File: src/hdl/rtcaw_pkg.sv
package rtcaw_pkg;

  localparam int unsigned XTAL_PER_SEC = 32768;
  localparam int unsigned MS_PER_SEC = 1000;

  localparam int unsigned ADDR_W = 8;
  localparam logic [7:0] OFF_CTRL = 8'h00;
  localparam logic [7:0] OFF_COUNT = 8'h04;
  localparam logic [7:0] OFF_MATCH = 8'h08;
  localparam logic [7:0] OFF_WKT = 8'h0c;
  localparam logic [7:0] OFF_STATUS = 8'h10;
  localparam logic [7:0] OFF_MASK = 8'h14;

  localparam int unsigned CTRL_W = 5;
  localparam int unsigned CB_WKT_EN = 0;
  localparam int unsigned CB_ALM_WAKE = 1;
  localparam int unsigned CB_WKT_WAKE = 2;
  localparam int unsigned CB_SYSCLK_SEL = 3;
  localparam int unsigned CB_CLOCK_OUTPUT_PIN_SEL = 4;
  localparam logic [4:0] CTRL_RST = 5'h00;

  localparam int unsigned NSRC = 2;
  localparam int unsigned SB_ALARM = 0;
  localparam int unsigned SB_WKT = 1;
  localparam logic [1:0] MASK_RST = 2'h0;

  typedef enum logic {WKT_IDLE, WKT_RUN} rtcaw_wkt_t;

endpackage : rtcaw_pkg

File: src/hdl/rtcaw_top.sv
`timescale 1ns/1ps
`default_nettype none

module rtcaw_top
  import rtcaw_pkg::*;
#(
  parameter int unsigned COUNT_W = 32,
  parameter int unsigned WKT_W = 16,
  parameter int unsigned XTAL_DIV = XTAL_PER_SEC
) (
  input wire logic CLK,
  input wire logic ARST_N,
  input wire logic XTAL_32K,
  input wire logic [ADDR_W-1:0] ADDR,
  input wire logic [31:0] WDATA,
  input wire logic WR,
  input wire logic RD,
  output logic [31:0] RDATA,
  output logic ALARM_IRQ,
  output logic WAKE_IRQ,
  output logic IRQ,
  output logic WAKE_REQ,
  output logic SYSCLK_XTAL_SEL,
  output logic CLOCK_OUTPUT_PIN
);

  localparam int unsigned DIV_W = $clog2(XTAL_DIV);
  localparam logic [DIV_W:0] DIV_TOP = (DIV_W + 1)'(XTAL_DIV);
  localparam logic [DIV_W:0] MS_STEP = (DIV_W + 1)'(MS_PER_SEC);

  generate
    if (COUNT_W < 8 || COUNT_W > 32 || WKT_W < 2 || WKT_W > 32 ||
        XTAL_DIV <= MS_PER_SEC) begin : g_bad
      $error("rtcaw_top: unsupported parameter values");
    end
  endgenerate

  function automatic logic hit(input logic [ADDR_W-1:0] a, input logic [7:0] off);
    hit = (a == off);
  endfunction : hit

  ////////////////////////////////////////////////////////////////////////
  // register strobes

  logic wr_ctrl;
  logic wr_count;
  logic wr_match;
  logic wr_wkt;
  logic wr_status;
  logic wr_mask;

  assign wr_ctrl = WR && hit(ADDR, OFF_CTRL);
  assign wr_count = WR && hit(ADDR, OFF_COUNT);
  assign wr_match = WR && hit(ADDR, OFF_MATCH);
  assign wr_wkt = WR && hit(ADDR, OFF_WKT);
  assign wr_status = WR && hit(ADDR, OFF_STATUS);
  assign wr_mask = WR && hit(ADDR, OFF_MASK);

  logic [CTRL_W-1:0] ctrl_ff;
  logic [NSRC-1:0] mask_ff;
  logic [COUNT_W-1:0] match_ff;

  always_ff @(posedge CLK or negedge ARST_N) begin
    if (!ARST_N) begin
      ctrl_ff <= CTRL_RST;
      mask_ff <= MASK_RST;
      match_ff <= '0;
    end else begin
      if (wr_ctrl) begin
        ctrl_ff <= WDATA[CTRL_W-1:0];
      end
      if (wr_mask) begin
        mask_ff <= WDATA[NSRC-1:0];
      end
      if (wr_match) begin
        match_ff <= WDATA[COUNT_W-1:0];
      end
    end
  end

  logic wkt_en;
  assign wkt_en = ctrl_ff[CB_WKT_EN];

  ////////////////////////////////////////////////////////////////////////
  // crystal edge detect and dividers

  logic xtal_q_ff;
  logic xedge;
  logic [DIV_W-1:0] sec_div_ff;
  logic [DIV_W:0] ms_acc_ff;
  logic [DIV_W:0] ms_sum;
  logic tick_1hz;
  logic tick_1k;

  assign xedge = XTAL_32K && !xtal_q_ff;
  assign tick_1hz = xedge && ({1'b0, sec_div_ff} == DIV_TOP - 1'b1);
  // 32768 is not a multiple of 1000: phase accumulator, 1 ms on average
  assign ms_sum = ms_acc_ff + MS_STEP;
  assign tick_1k = wkt_en && xedge && (ms_sum >= DIV_TOP);

  always_ff @(posedge CLK or negedge ARST_N) begin
    if (!ARST_N) begin
      xtal_q_ff <= 1'b0;
    end else begin
      xtal_q_ff <= XTAL_32K;
    end
  end

  always_ff @(posedge CLK or negedge ARST_N) begin
    if (!ARST_N) begin
      sec_div_ff <= '0;
    end else if (tick_1hz) begin
      sec_div_ff <= '0;
    end else if (xedge) begin
      sec_div_ff <= sec_div_ff + 1'b1;
    end
  end

  // accumulator held at zero while the wake timer is off, to save power
  always_ff @(posedge CLK or negedge ARST_N) begin
    if (!ARST_N) begin
      ms_acc_ff <= '0;
    end else if (!wkt_en) begin
      ms_acc_ff <= '0;
    end else if (xedge) begin
      ms_acc_ff <= tick_1k ? ms_sum - DIV_TOP : ms_sum;
    end
  end

  ////////////////////////////////////////////////////////////////////////
  // seconds counter and alarm

  logic [COUNT_W-1:0] cnt_ff;
  logic [COUNT_W-1:0] nxt_cnt;
  logic alarm_ev;

  assign nxt_cnt = cnt_ff + 1'b1;
  // alarm fires on the tick that brings the count onto the match value
  assign alarm_ev = tick_1hz && !wr_count && (nxt_cnt == match_ff);

  always_ff @(posedge CLK or negedge ARST_N) begin
    if (!ARST_N) begin
      cnt_ff <= '0;
    end else if (wr_count) begin
      cnt_ff <= WDATA[COUNT_W-1:0];
    end else if (tick_1hz) begin
      cnt_ff <= nxt_cnt;
    end
  end

  ////////////////////////////////////////////////////////////////////////
  // one-shot wake timer

  rtcaw_wkt_t wkt_st_ff;
  logic [WKT_W-1:0] wkt_cnt_ff;
  logic wkt_ev;
  logic wkt_load;

  assign wkt_load = wr_wkt && wkt_en;
  assign wkt_ev = (wkt_load && (WDATA[WKT_W-1:0] == '0)) ||
                  (!wr_wkt && wkt_st_ff == WKT_RUN && tick_1k &&
                   wkt_cnt_ff == WKT_W'(1));

  always_ff @(posedge CLK or negedge ARST_N) begin
    if (!ARST_N) begin
      wkt_st_ff <= WKT_IDLE;
      wkt_cnt_ff <= '0;
    end else if (!wkt_en) begin
      wkt_st_ff <= WKT_IDLE;
    end else if (wkt_load) begin
      wkt_cnt_ff <= WDATA[WKT_W-1:0];
      wkt_st_ff <= (WDATA[WKT_W-1:0] == '0) ? WKT_IDLE : WKT_RUN;
    end else begin
      case (wkt_st_ff)
        WKT_RUN: begin
          if (tick_1k) begin
            wkt_cnt_ff <= wkt_cnt_ff - 1'b1;
            if (wkt_cnt_ff == WKT_W'(1)) begin
              wkt_st_ff <= WKT_IDLE;
            end
          end
        end
        default: begin
          wkt_st_ff <= WKT_IDLE;
        end
      endcase
    end
  end

  ////////////////////////////////////////////////////////////////////////
  // sticky status, interrupt lines, wake request

  logic [NSRC-1:0] ev;
  logic [NSRC-1:0] st_ff;
  logic [NSRC-1:0] wake_en;

  assign ev[SB_ALARM] = alarm_ev;
  assign ev[SB_WKT] = wkt_ev;
  assign wake_en[SB_ALARM] = ctrl_ff[CB_ALM_WAKE];
  assign wake_en[SB_WKT] = ctrl_ff[CB_WKT_WAKE];

  genvar gi;
  generate
    for (gi = 0; gi < NSRC; gi++) begin : g_st
      // a new event beats a same-cycle write-one clear
      always_ff @(posedge CLK or negedge ARST_N) begin
        if (!ARST_N) begin
          st_ff[gi] <= 1'b0;
        end else begin
          st_ff[gi] <= ev[gi] || (st_ff[gi] && !(wr_status && WDATA[gi]));
        end
      end
    end
  endgenerate

  always_ff @(posedge CLK or negedge ARST_N) begin
    if (!ARST_N) begin
      ALARM_IRQ <= 1'b0;
      WAKE_IRQ <= 1'b0;
      IRQ <= 1'b0;
      WAKE_REQ <= 1'b0;
    end else begin
      ALARM_IRQ <= st_ff[SB_ALARM] && mask_ff[SB_ALARM];
      WAKE_IRQ <= st_ff[SB_WKT] && mask_ff[SB_WKT];
      IRQ <= |(st_ff & mask_ff);
      // wake is independent of the mask so a sleeping core still wakes
      WAKE_REQ <= |(st_ff & wake_en);
    end
  end

  ////////////////////////////////////////////////////////////////////////
  // clock source offer

  always_ff @(posedge CLK or negedge ARST_N) begin
    if (!ARST_N) begin
      SYSCLK_XTAL_SEL <= 1'b0;
      CLOCK_OUTPUT_PIN <= 1'b0;
    end else begin
      SYSCLK_XTAL_SEL <= ctrl_ff[CB_SYSCLK_SEL];
      CLOCK_OUTPUT_PIN <= ctrl_ff[CB_CLOCK_OUTPUT_PIN_SEL] && xtal_q_ff;
    end
  end

  ////////////////////////////////////////////////////////////////////////
  // read port

  always_ff @(posedge CLK or negedge ARST_N) begin
    if (!ARST_N) begin
      RDATA <= '0;
    end else if (!RD) begin
      RDATA <= '0;
    end else if (hit(ADDR, OFF_CTRL)) begin
      RDATA <= 32'(ctrl_ff);
    end else if (hit(ADDR, OFF_COUNT)) begin
      RDATA <= 32'(cnt_ff);
    end else if (hit(ADDR, OFF_MATCH)) begin
      RDATA <= 32'(match_ff);
    end else if (hit(ADDR, OFF_WKT)) begin
      RDATA <= 32'(wkt_cnt_ff);
    end else if (hit(ADDR, OFF_STATUS)) begin
      RDATA <= 32'(st_ff);
    end else if (hit(ADDR, OFF_MASK)) begin
      RDATA <= 32'(mask_ff);
    end else begin
      RDATA <= '0;
    end
  end
endmodule : rtcaw_top

`default_nettype wire

File: config.mk
export PLATFORM = sky130hd
export DESIGN_NAME = rtcaw_top
export DESIGN_NICKNAME = d
export VERILOG_FILES = /design/src/hdl/rtcaw_pkg.sv /design/src/hdl/rtcaw_top.sv
export SDC_FILE = /design/constraint.sdc
export NUM_CORES = 1
export LEC_CHECK = 0
export BUFFER_PORTS_ARGS = -buffer_cell sky130_fd_sc_hd__buf_2
export CORE_UTILIZATION = 45
export CTS_BUF_LIST = sky130_fd_sc_hd__clkbuf_4 sky130_fd_sc_hd__clkbuf_8
export DETAILED_ROUTE_END_ITERATION = 8
export GPL_TIMING_DRIVEN = 0
export REMOVE_ABC_BUFFERS = 1
export SETUP_SLACK_MARGIN = 0.05
export SYNTH_ARGS = -nofsm -noshare
export SYNTH_HDL_FRONTEND = slang
export SYNTH_SLANG_ARGS = --single-unit
export TNS_END_PERCENT = 20
File: constraint.sdc
create_clock -name CLK -period 3 [get_ports CLK]
set_input_delay 0 -clock CLK [delete_from_list [all_inputs] [get_ports CLK]]
set_output_delay 0 -clock CLK [all_outputs]
set_load 0.01 [all_outputs]
==> reports/metrics.csv, run 1 <==
stage,metric,value,unit
worst_setup_path,critical path launch point type,register,
power_and_ir_drop,"Power, Total",0.00426,W
synth,top post-synthesis cells by area,"dfrtp_1 (47%), xnor2_1 (6.4%), nor2_1 (5.7%)",
synth,synthesized cell area,8370,µm²
clock_network,CTS Root Cell,clkbuf_8,
detailed_routing,TritonRoute pass-1 iters,6,
worst_setup_path,CP endpoint,st_ff[0]$_DFF_PN0_,
floorplanning,Die Span Y,138,µm
worst_setup_path,origin of the critical flop-to-flop path,cnt_ff[0]$_DFFE_PN0P_,
clock_network,latest clock arrival within the worst-skew pair,0.46,ns
worst_setup_path,critical path's slowest cell,dfrtp_1,
finish,Multi-input gate area,4260,µm²
floorplanning,Initial Util,0.463,
finish,layout cells sized above 1,0.188,
grt,initial antenna violation count,0,
synth,largest area contributor in the netlist,dfrtp_1,
clock_network,CTS Sinks,157,
grt,number of global-route vias before repair,6415,
floorplanning,# IOs,83,
placement,PortBufs,82,
synth,post-synthesis sequential area ratio,0.469,
synth,post-synth top area share,0.469,
finish,Antenna diodes,0,
placement,placer congestion estimate,0.814,
sta,maximum operating frequency,356,MHz
sta,worst slew pin tran,1.24,ns
placement,DP HPWL,14.4,mm
clock_network,clk slew on worst S/H paths,0.09,ns
detailed_routing,violation count after the first detailed-routing iteration,446,
power_and_ir_drop,Flop pwr share,0.552,
sta,"Setup violations, final",0,
synth,post-synthesis register bit count,157,
floorplanning,Core ar.,18100,µm²
finish,most frequent cells in the layout,"dfrtp_1 (157), nor2_1 (127), buf_2 (81)",
clock_network,maximum clock insertion buffer count,2,
synth,Syn Inst Count,876,
min_path,Worst Hold Class,in -> async,
power_and_ir_drop,VDD IR-drop max,0.267,mV
clock_network,CTS tree,yes,
synth,Post-synth EDFFs,0,
finish,area delta synth->final,16.9,%
clock_network,H-tree levels,4,
status,failing checks,design-rule violations,
sta,setup TNS,0,ns
power_and_ir_drop,Internal Power,0.00308,W
sta,Tcrit/Tclk final,0.935,
detailed_routing,# DRC,11,
worst_setup_path,critical path class,reg -> reg,
worst_setup_path,CP Launch Point,cnt_ff[0]$_DFFE_PN0P_,
worst_setup_path,worst reg2reg path depth,8,
detailed_routing,Via Count,6770,
worst_setup_path,crit-path max cell delay,0.52,ns
floorplanning,DIE AREA,19200,µm²
finish,"most common cell after layout, fill and taps aside",dfrtp_1,
detailed_routing,WL per Instance,17.5,µm
worst_setup_path,"delay-heaviest family, CP",simple AND/OR/NAND/NOR gates,
sta,fin. max-slew vios,0,
worst_setup_path,Critical Path Fanout Max,7,
detailed_routing,Vias/cell,5.58,
power_and_ir_drop,P_sw,0.00118,W
power_and_ir_drop,Lkg Pwr,4.48,nW
synth,Yosys Warn Count,0,
detailed_routing,post-route ant nets,0,
power_and_ir_drop,Logic pwr share,0.109,
sta,RSZ-0062 raised after global routing,true,
flow_run,max_cap viols,0,
sta,clk_skew,0.0128,ns
grt,GR Overflow Total,0,
power_and_ir_drop,Sw Ratio,0.278,
power_and_ir_drop,Clock power frac,0.339,
worst_setup_path,reg-to-reg endpoint,st_ff[0]$_DFF_PN0_,
grt,largest net degree at the start of global routing,102,
worst_setup_path,Stages on worst setup path,8,
worst_setup_path,"Data required, critical path",3.38,ns
clock_network,TritonCTS buffer count,17,
finish,nets,1023,
synth,Netlist cell types,61,
finish,fillcell total,1688,
finish,register area,3930,µm²
worst_setup_path,CP endpoint kind,register,
worst_setup_path,WP buf/inv,0,
sta,post-route minimum period,2.81,ns
grt,GRT Util Overall,0.233,
floorplanning,Horiz. Die Dim,138,µm
worst_setup_path,CP cell instances,ha_1 > nand3_1 > nor4_4 > and2_0 > nand4_1 > xnor2_1 > nand4_1 > o31ai_1,
worst_setup_path,WP data arrival,3.18,ns
detailed_routing,DRT Wirelength,21.3,mm
synth,asr flop ratio synth,1.00,
synth,Mean Syn Cell Area,9.56,µm²
worst_setup_path,CP dominant cell by count,nand4_1,
worst_setup_path,R2R Setup Slk,0.19,ns
sta,Fin. Hold Viols,0,
sta,Slew HR,0.170,
status,status,"complete, but fails checks",
floorplanning,row cnt,49,
grt,first-pass GRT wire length,34.7,mm
power_and_ir_drop,Power Density,436,nW/µm²
synth,commonest register cell after synthesis,dfrtp_1,
power groups by stage:
stage          clock [W]  sequential (W)  combinational [W]
3_3_place_gp           0         0.00239           0.000419
4_1_cts          0.00148         0.00235           0.000469
3_5_place_dp           0         0.00239           0.000430
2_1_floorplan          0         0.00235           0.000266
6_report         0.00145         0.00235           0.000464
5_1_grt          0.00155         0.00237           0.000520
area by class of cell:
| type | count | area share |
|---|---|---|
| clock buffers | 21 | 0.0289 |
| clock inverters | 10 | 0.00678 |
| inverters | 7 | 0.00269 |
| multi-input cells | 659 | 0.435 |
| flip-flops and latches | 157 | 0.402 |
| well taps | 229 | 0.0293 |
| repair buffers | 131 | 0.0955 |
per-layer routing:
metal  GRT usage  share of wire
met1       0.325           0.48
met2       0.368           0.46
met3      0.0381          0.038
met4      0.0810          0.017
met5           0              0
worst register-to-register path: cells and delay by family (launching register included):
family	cells	cell delay (ns)
AND/OR/NAND/NOR	5	1.43
AO/OA/AOI/OAI	1	0.22
flip-flops	1	0.52
XOR/XNOR	1	0.29
adder cells (fa/ha/maj)	1	0.27
state kept, by name, indices dropped and copies added (netlist names), 2 cells and up:
register,cells
wkt_cnt_ff,16
sec_div_ff,15
mask_ff,2
match_ff,32
RDATA,32
ctrl_ff,5
st_ff,2
cnt_ff,32
ms_acc_ff,13
cells in the mapped netlist (all sizes together) (18+ instances only):
cell and number:
a21oi 57, a22oi 18, clkbuf 41, dfrtp 157, mux2 41, mux2i 18, nand2 64, nand3 37
nand4 25, nor2 128, nor3 24, xnor2 61, xor2 42
worst min-delay path by stage:
stage / depth (start not counted) / startpoint / slack, ns / endpoint
floorplan: 0 / ARST_N / -0.30 / ALARM_IRQ$_DFF_PN0_
global placement: 1 / XTAL_32K / 0.14 / xtal_q_ff$_DFF_PN0_
detailed placement: 1 / ARST_N / -0.04 / ms_acc_ff[12]$_DFFE_PN0N_
CTS: 2 / ARST_N / 0.04 / ms_acc_ff[12]$_DFFE_PN0N_
global route: 2 / ARST_N / 0.07 / ms_acc_ff[8]$_DFFE_PN0N_
finish: 2 / ARST_N / 0.05 / ms_acc_ff[11]$_DFFE_PN0N_
cell families (layout without fill, tap and decap cells):
kind of cell    count (synthesis)  after routing  share of synthesized area
flops                         157            157                      0.469
fa+ha+maj                       5              5                    0.00747
compound gates                131            131                      0.101
simple gates                  361            361                      0.210
xor+xnor                      103            103                      0.108
mux                            59             59                     0.0767
buf+inv                        60            169                     0.0276
timing repair:
action | in CTS | in global routing
gates cloned | 0 | 0
resized for setup | 2 | 2
pin swaps | 1 | 2
endpoints found under the hold margin | 252 | 0
hold buffers | 36 | 0
setup endpoints to repair | 9 | 6
buffers inserted | 0 | 7
metrics by stage:
step                instances  worst slack [ns]  instance area [µm²]  utilization  hold slack (ns)
floorplan                 823           -0.0136                 8170            -           -0.296
global placement         1134             -2.04                 8860        0.490            0.138
detailed placement       1140            -0.203                 8990        0.497          -0.0389
CTS                      1207            0.0949                 9720        0.537           0.0393
global route             1214           0.00498                 9780        0.541           0.0719
finish                   1214             0.194                 9780        0.541           0.0511
Power figures use the tool's default switching activity.
==> inputs of run 2 (changes only) <==
- ABC_AREA: not set -> 1
==> run 2 against run 1 <==
  * The run now ends clean
  * Highest routed layer unchanged
  * Clock-buffer cell count increased by 1
  * First-iteration DRC count up 62%
  * Clock power is 8% higher
  * Final cell count rose by 27%
==> reports/metrics.csv, run 2 <==
stage,metric,value,unit,change
power_and_ir_drop,Sw Ratio,0.285,,was 0.278
worst_setup_path,Critical Path Fanout Max,26,,was 7
placement,Placed Cells,1472,,was 1140
finish,nets,1320,,was 1023
finish,fillcell total,1841,,was 1688
synth,post-synthesis register bit count,157,,unchanged
synth,commonest cells in the netlist,"nand2_1 (297), inv_1 (158), dfrtp_1 (157)",,"was dfrtp_1 (157), nor2_1 (128), nand2_1 (64)"
power_and_ir_drop,Power Density,432,nW/µm²,was 436 nW/µm²
clock_network,H-tree levels,4,,unchanged
finish,Final Instance Count excl. Fillers,1541,,was 1214
worst_setup_path,crit-path max cell delay,1.04,ns,was 0.52 ns
power_and_ir_drop,VDD IR-drop max,0.321,mV,was 0.267 mV
clock_network,CTS Sinks,157,,unchanged
sta,RSZ-0062 raised after global routing,true,,unchanged
floorplanning,Initial Util,0.465,,was 0.463
synth,Mean Syn Cell Area,7.59,µm²,was 9.56 µm²
detailed_routing,post-route ant nets,0,,unchanged
synth,top post-synthesis cells by area,"dfrtp_1 (45%), nand2_1 (13%), inv_1 (6.7%)",,"was dfrtp_1 (47%), xnor2_1 (6.4%), nor2_1 (5.7%)"
finish,final cell utilization of the core,0.541,,about the same
worst_setup_path,critical path class,in -> reg,,was reg -> reg
detailed_routing,violation count after the first detailed-routing iteration,721,,was 446
sta,Slew HR,0.0534,,was 0.170
synth,commonest register cell after synthesis,dfrtp_1,,unchanged
detailed_routing,DRT Wirelength,26.0,mm,was 21.3 mm
finish,Largest regs,"RDATA x32, cnt_ff x32, match_ff x32",,unchanged
power_and_ir_drop,Clock power frac,0.353,,was 0.339
sta,Tcrit/Tclk final,0.974,,was 0.935
grt,first-pass GRT wire length,42.3,mm,was 34.7 mm
power_and_ir_drop,Internal Power,0.00317,W,was 0.00308 W
sta,fin. max-slew vios,0,,unchanged
power_and_ir_drop,Logic pwr share,0.123,,was 0.109
power_and_ir_drop,P_sw,0.00127,W,was 0.00118 W
finish,"most common cell after layout, fill and taps aside",nand2_1,,was dfrtp_1
detailed_routing,TritonRoute pass-1 iters,5,,was 6
floorplanning,Die Span Y,142,µm,was 138 µm
grt,number of global-route vias before repair,7901,,was 6415
flow_run,max_cap viols,0,,unchanged
worst_setup_path,WP data arrival,3.34,ns,was 3.18 ns
detailed_routing,# DRC,0,,was 11
sta,maximum operating frequency,342,MHz,was 356 MHz
clock_network,CTS Root Cell,clkbuf_8,,unchanged
synth,Yosys Warn Count,0,,unchanged
placement,DP HPWL,18.5,mm,was 14.4 mm
finish,layout cells sized above 1,0.119,,was 0.188
clock_network,CTS tree,yes,,unchanged
synth,asr flop ratio synth,1.00,,unchanged
sta,"Setup violations, final",0,,unchanged
clock_network,latest clock arrival within the worst-skew pair,0.47,ns,was 0.46 ns
synth,Netlist cell types,47,,was 61
placement,placer congestion estimate,0.935,,was 0.814
clock_network,clk slew on worst S/H paths,0.09,ns,about the same
sta,setup TNS,0,ns,unchanged
synth,largest area contributor in the netlist,dfrtp_1,,unchanged
sta,Fin. Hold Viols,0,,unchanged
synth,most common cell in the netlist,nand2_1,,was dfrtp_1
worst_setup_path,"Data required, critical path",3.42,ns,was 3.38 ns
finish,most frequent cells in the layout,"nand2_1 (295), dfrtp_1 (157), inv_1 (157)",,"was dfrtp_1 (157), nor2_1 (127), buf_2 (81)"
floorplanning,DIE AREA,20100,µm²,was 19200 µm²
floorplanning,# IOs,83,,unchanged
status,status,"complete, no violations",,"was complete, but fails checks"
synth,Post-synth EDFFs,0,,unchanged
clock_network,TritonCTS buffer count,17,,unchanged
synth,post-synth top area share,0.446,,was 0.469
placement,PortBufs,82,,unchanged
clock_network,maximum clock insertion buffer count,2,,unchanged
grt,GR Overflow Total,0,,unchanged
worst_setup_path,critical path launch point type,input port,,was register
detailed_routing,Via Count,8266,,was 6770
floorplanning,Core ar.,19000,µm²,was 18100 µm²
grt,largest net degree at the start of global routing,114,,was 102
grt,initial antenna violation count,0,,unchanged
power_and_ir_drop,Lkg Pwr,5.15,nW,was 4.48 nW
synth,Syn Inst Count,1160,,was 876
sta,post-route minimum period,2.92,ns,was 2.81 ns
sta,worst slew pin tran,1.42,ns,was 1.24 ns
grt,GRT Util Overall,0.275,,was 0.233
power_and_ir_drop,Flop pwr share,0.524,,was 0.552
synth,synthesized cell area,8810,µm²,was 8370 µm²
floorplanning,Horiz. Die Dim,142,µm,was 138 µm
synth,post-synthesis sequential area ratio,0.446,,was 0.469
detailed_routing,WL per Instance,16.8,µm,was 17.5 µm
finish,Antenna diodes,0,,unchanged
min_path,Worst Hold Class,in -> async,,unchanged
finish,area delta synth->final,16.5,%,was 16.9%
worst_setup_path,critical path's slowest cell,nand3_1,,was dfrtp_1
worst_setup_path,CP cell instances,dlygate4sd3_1 > buf_2 > nand3_1 > nand3_4 > nor2_1 > nand3_1 > nor2_1 > nand2_1 > nor2_1 > nand3_1 > nand2_1,,was ha_1 > nand3_1 > nor4_4 > and2_0 > nand4_1 > xnor2_1 > nand4_1 > o31ai_1
detailed_routing,Vias/cell,5.36,,was 5.58
worst_setup_path,CP endpoint kind,register,,unchanged
floorplanning,row cnt,50,,was 49
sta,clk_skew,0.0145,ns,was 0.0128 ns
-- run 2: metal layers --
metal | part of all wire | wire length, µm | up-vias | GRT usage
met5 | 0 | 0 | - | 0
met4 | 0.013 | 325 | 0 | 0.0645
met3 | 0.064 | 1650 | 26 | 0.0631
met2 | 0.44 | 11300 | 240 | 0.417
met1 | 0.49 | 12700 | 3930 | 0.398
li1 | - | - | 4070 | -
-- run 2: layout make-up --
cell class	count	area, µm²	share of cell area
Sequential cell	157	3930	0.383
Clock inverter	8	83.8	0.00817
Clock buffer	22	297	0.0289
Inverter	162	616	0.0600
Multi-Input combinational cell	809	4160	0.405
Tap cell	260	325	0.0317
Timing Repair Buffer	123	853	0.0832
-- run 2: cell families after synthesis --
kind of cell | count (synthesis) | share of synthesized area
simple gates | 574 | 0.286
compound gates | 202 | 0.145
buf+inv | 194 | 0.0846
flops | 157 | 0.446
xor+xnor | 22 | 0.0234
mux | 6 | 0.00767
fa+ha+maj | 5 | 0.00710
-- run 2: what timing repair did --
action	4_1_cts	5_1_grt
hold endpoints to repair	250	0
gates cloned	0	0
gates resized for setup	4	2
buffers inserted	2	0
endpoints found under the setup margin	20	16
hold buffers	37	0
-- run 2: power by group through the flow --
stage | Sequential [W] | Clock, W | Combinational (W)
floorplan | 0.00233 | 0 | 0.000326
global placement | 0.00236 | 0 | 0.000495
detailed placement | 0.00236 | 0 | 0.000507
CTS | 0.00232 | 0.00160 | 0.000545
global route | 0.00234 | 0.00169 | 0.000623
finish | 0.00233 | 0.00157 | 0.000544
-- run 2: critical path, delay by kind of cell --
| kind | cells | cell delay, ns |
|---|---|---|
| buffers and inverters | 2 | 0.69 |
| AND/OR/NAND/NOR | 9 | 2.62 |
-- run 2: final timing paths --
path                                             end                    from  cells after the start  slack (ns)
hold reg to reg            SYSCLK_XTAL_SEL$_DFF_PN0_  ctrl_ff[3]$_DFFE_PN0P_                      0        0.41
min in group CLK                  st_ff[0]$_DFF_PN0_                 ADDR[6]                      7        0.05
setup reg to reg                  st_ff[0]$_DFF_PN0_     xtal_q_ff$_DFF_PN0_                     13        0.21
setup / recovery                  st_ff[0]$_DFF_PN0_                      WR                     11        0.08
max in group asynchronous     cnt_ff[17]$_DFFE_PN0P_                  ARST_N                      3        2.11
hold / removal                   ALARM_IRQ$_DFF_PN0_                  ARST_N                      2       0.009
-- run 2: stage by stage --
step | area, µm² | worst slack (ns) | power, W | hold slack [ns]
2_1_floorplan | 8670 | 0.574 | 0.00266 | -0.296
3_3_place_gp | 9410 | -1.17 | 0.00286 | 0.124
3_5_place_dp | 9470 | -0.762 | 0.00287 | -0.0767
4_1_cts | 10300 | 0.115 | 0.00447 | 0.0148
5_1_grt | 10300 | 0.00881 | 0.00466 | 0.0269
6_report | 10300 | 0.0780 | 0.00444 | 0.00922
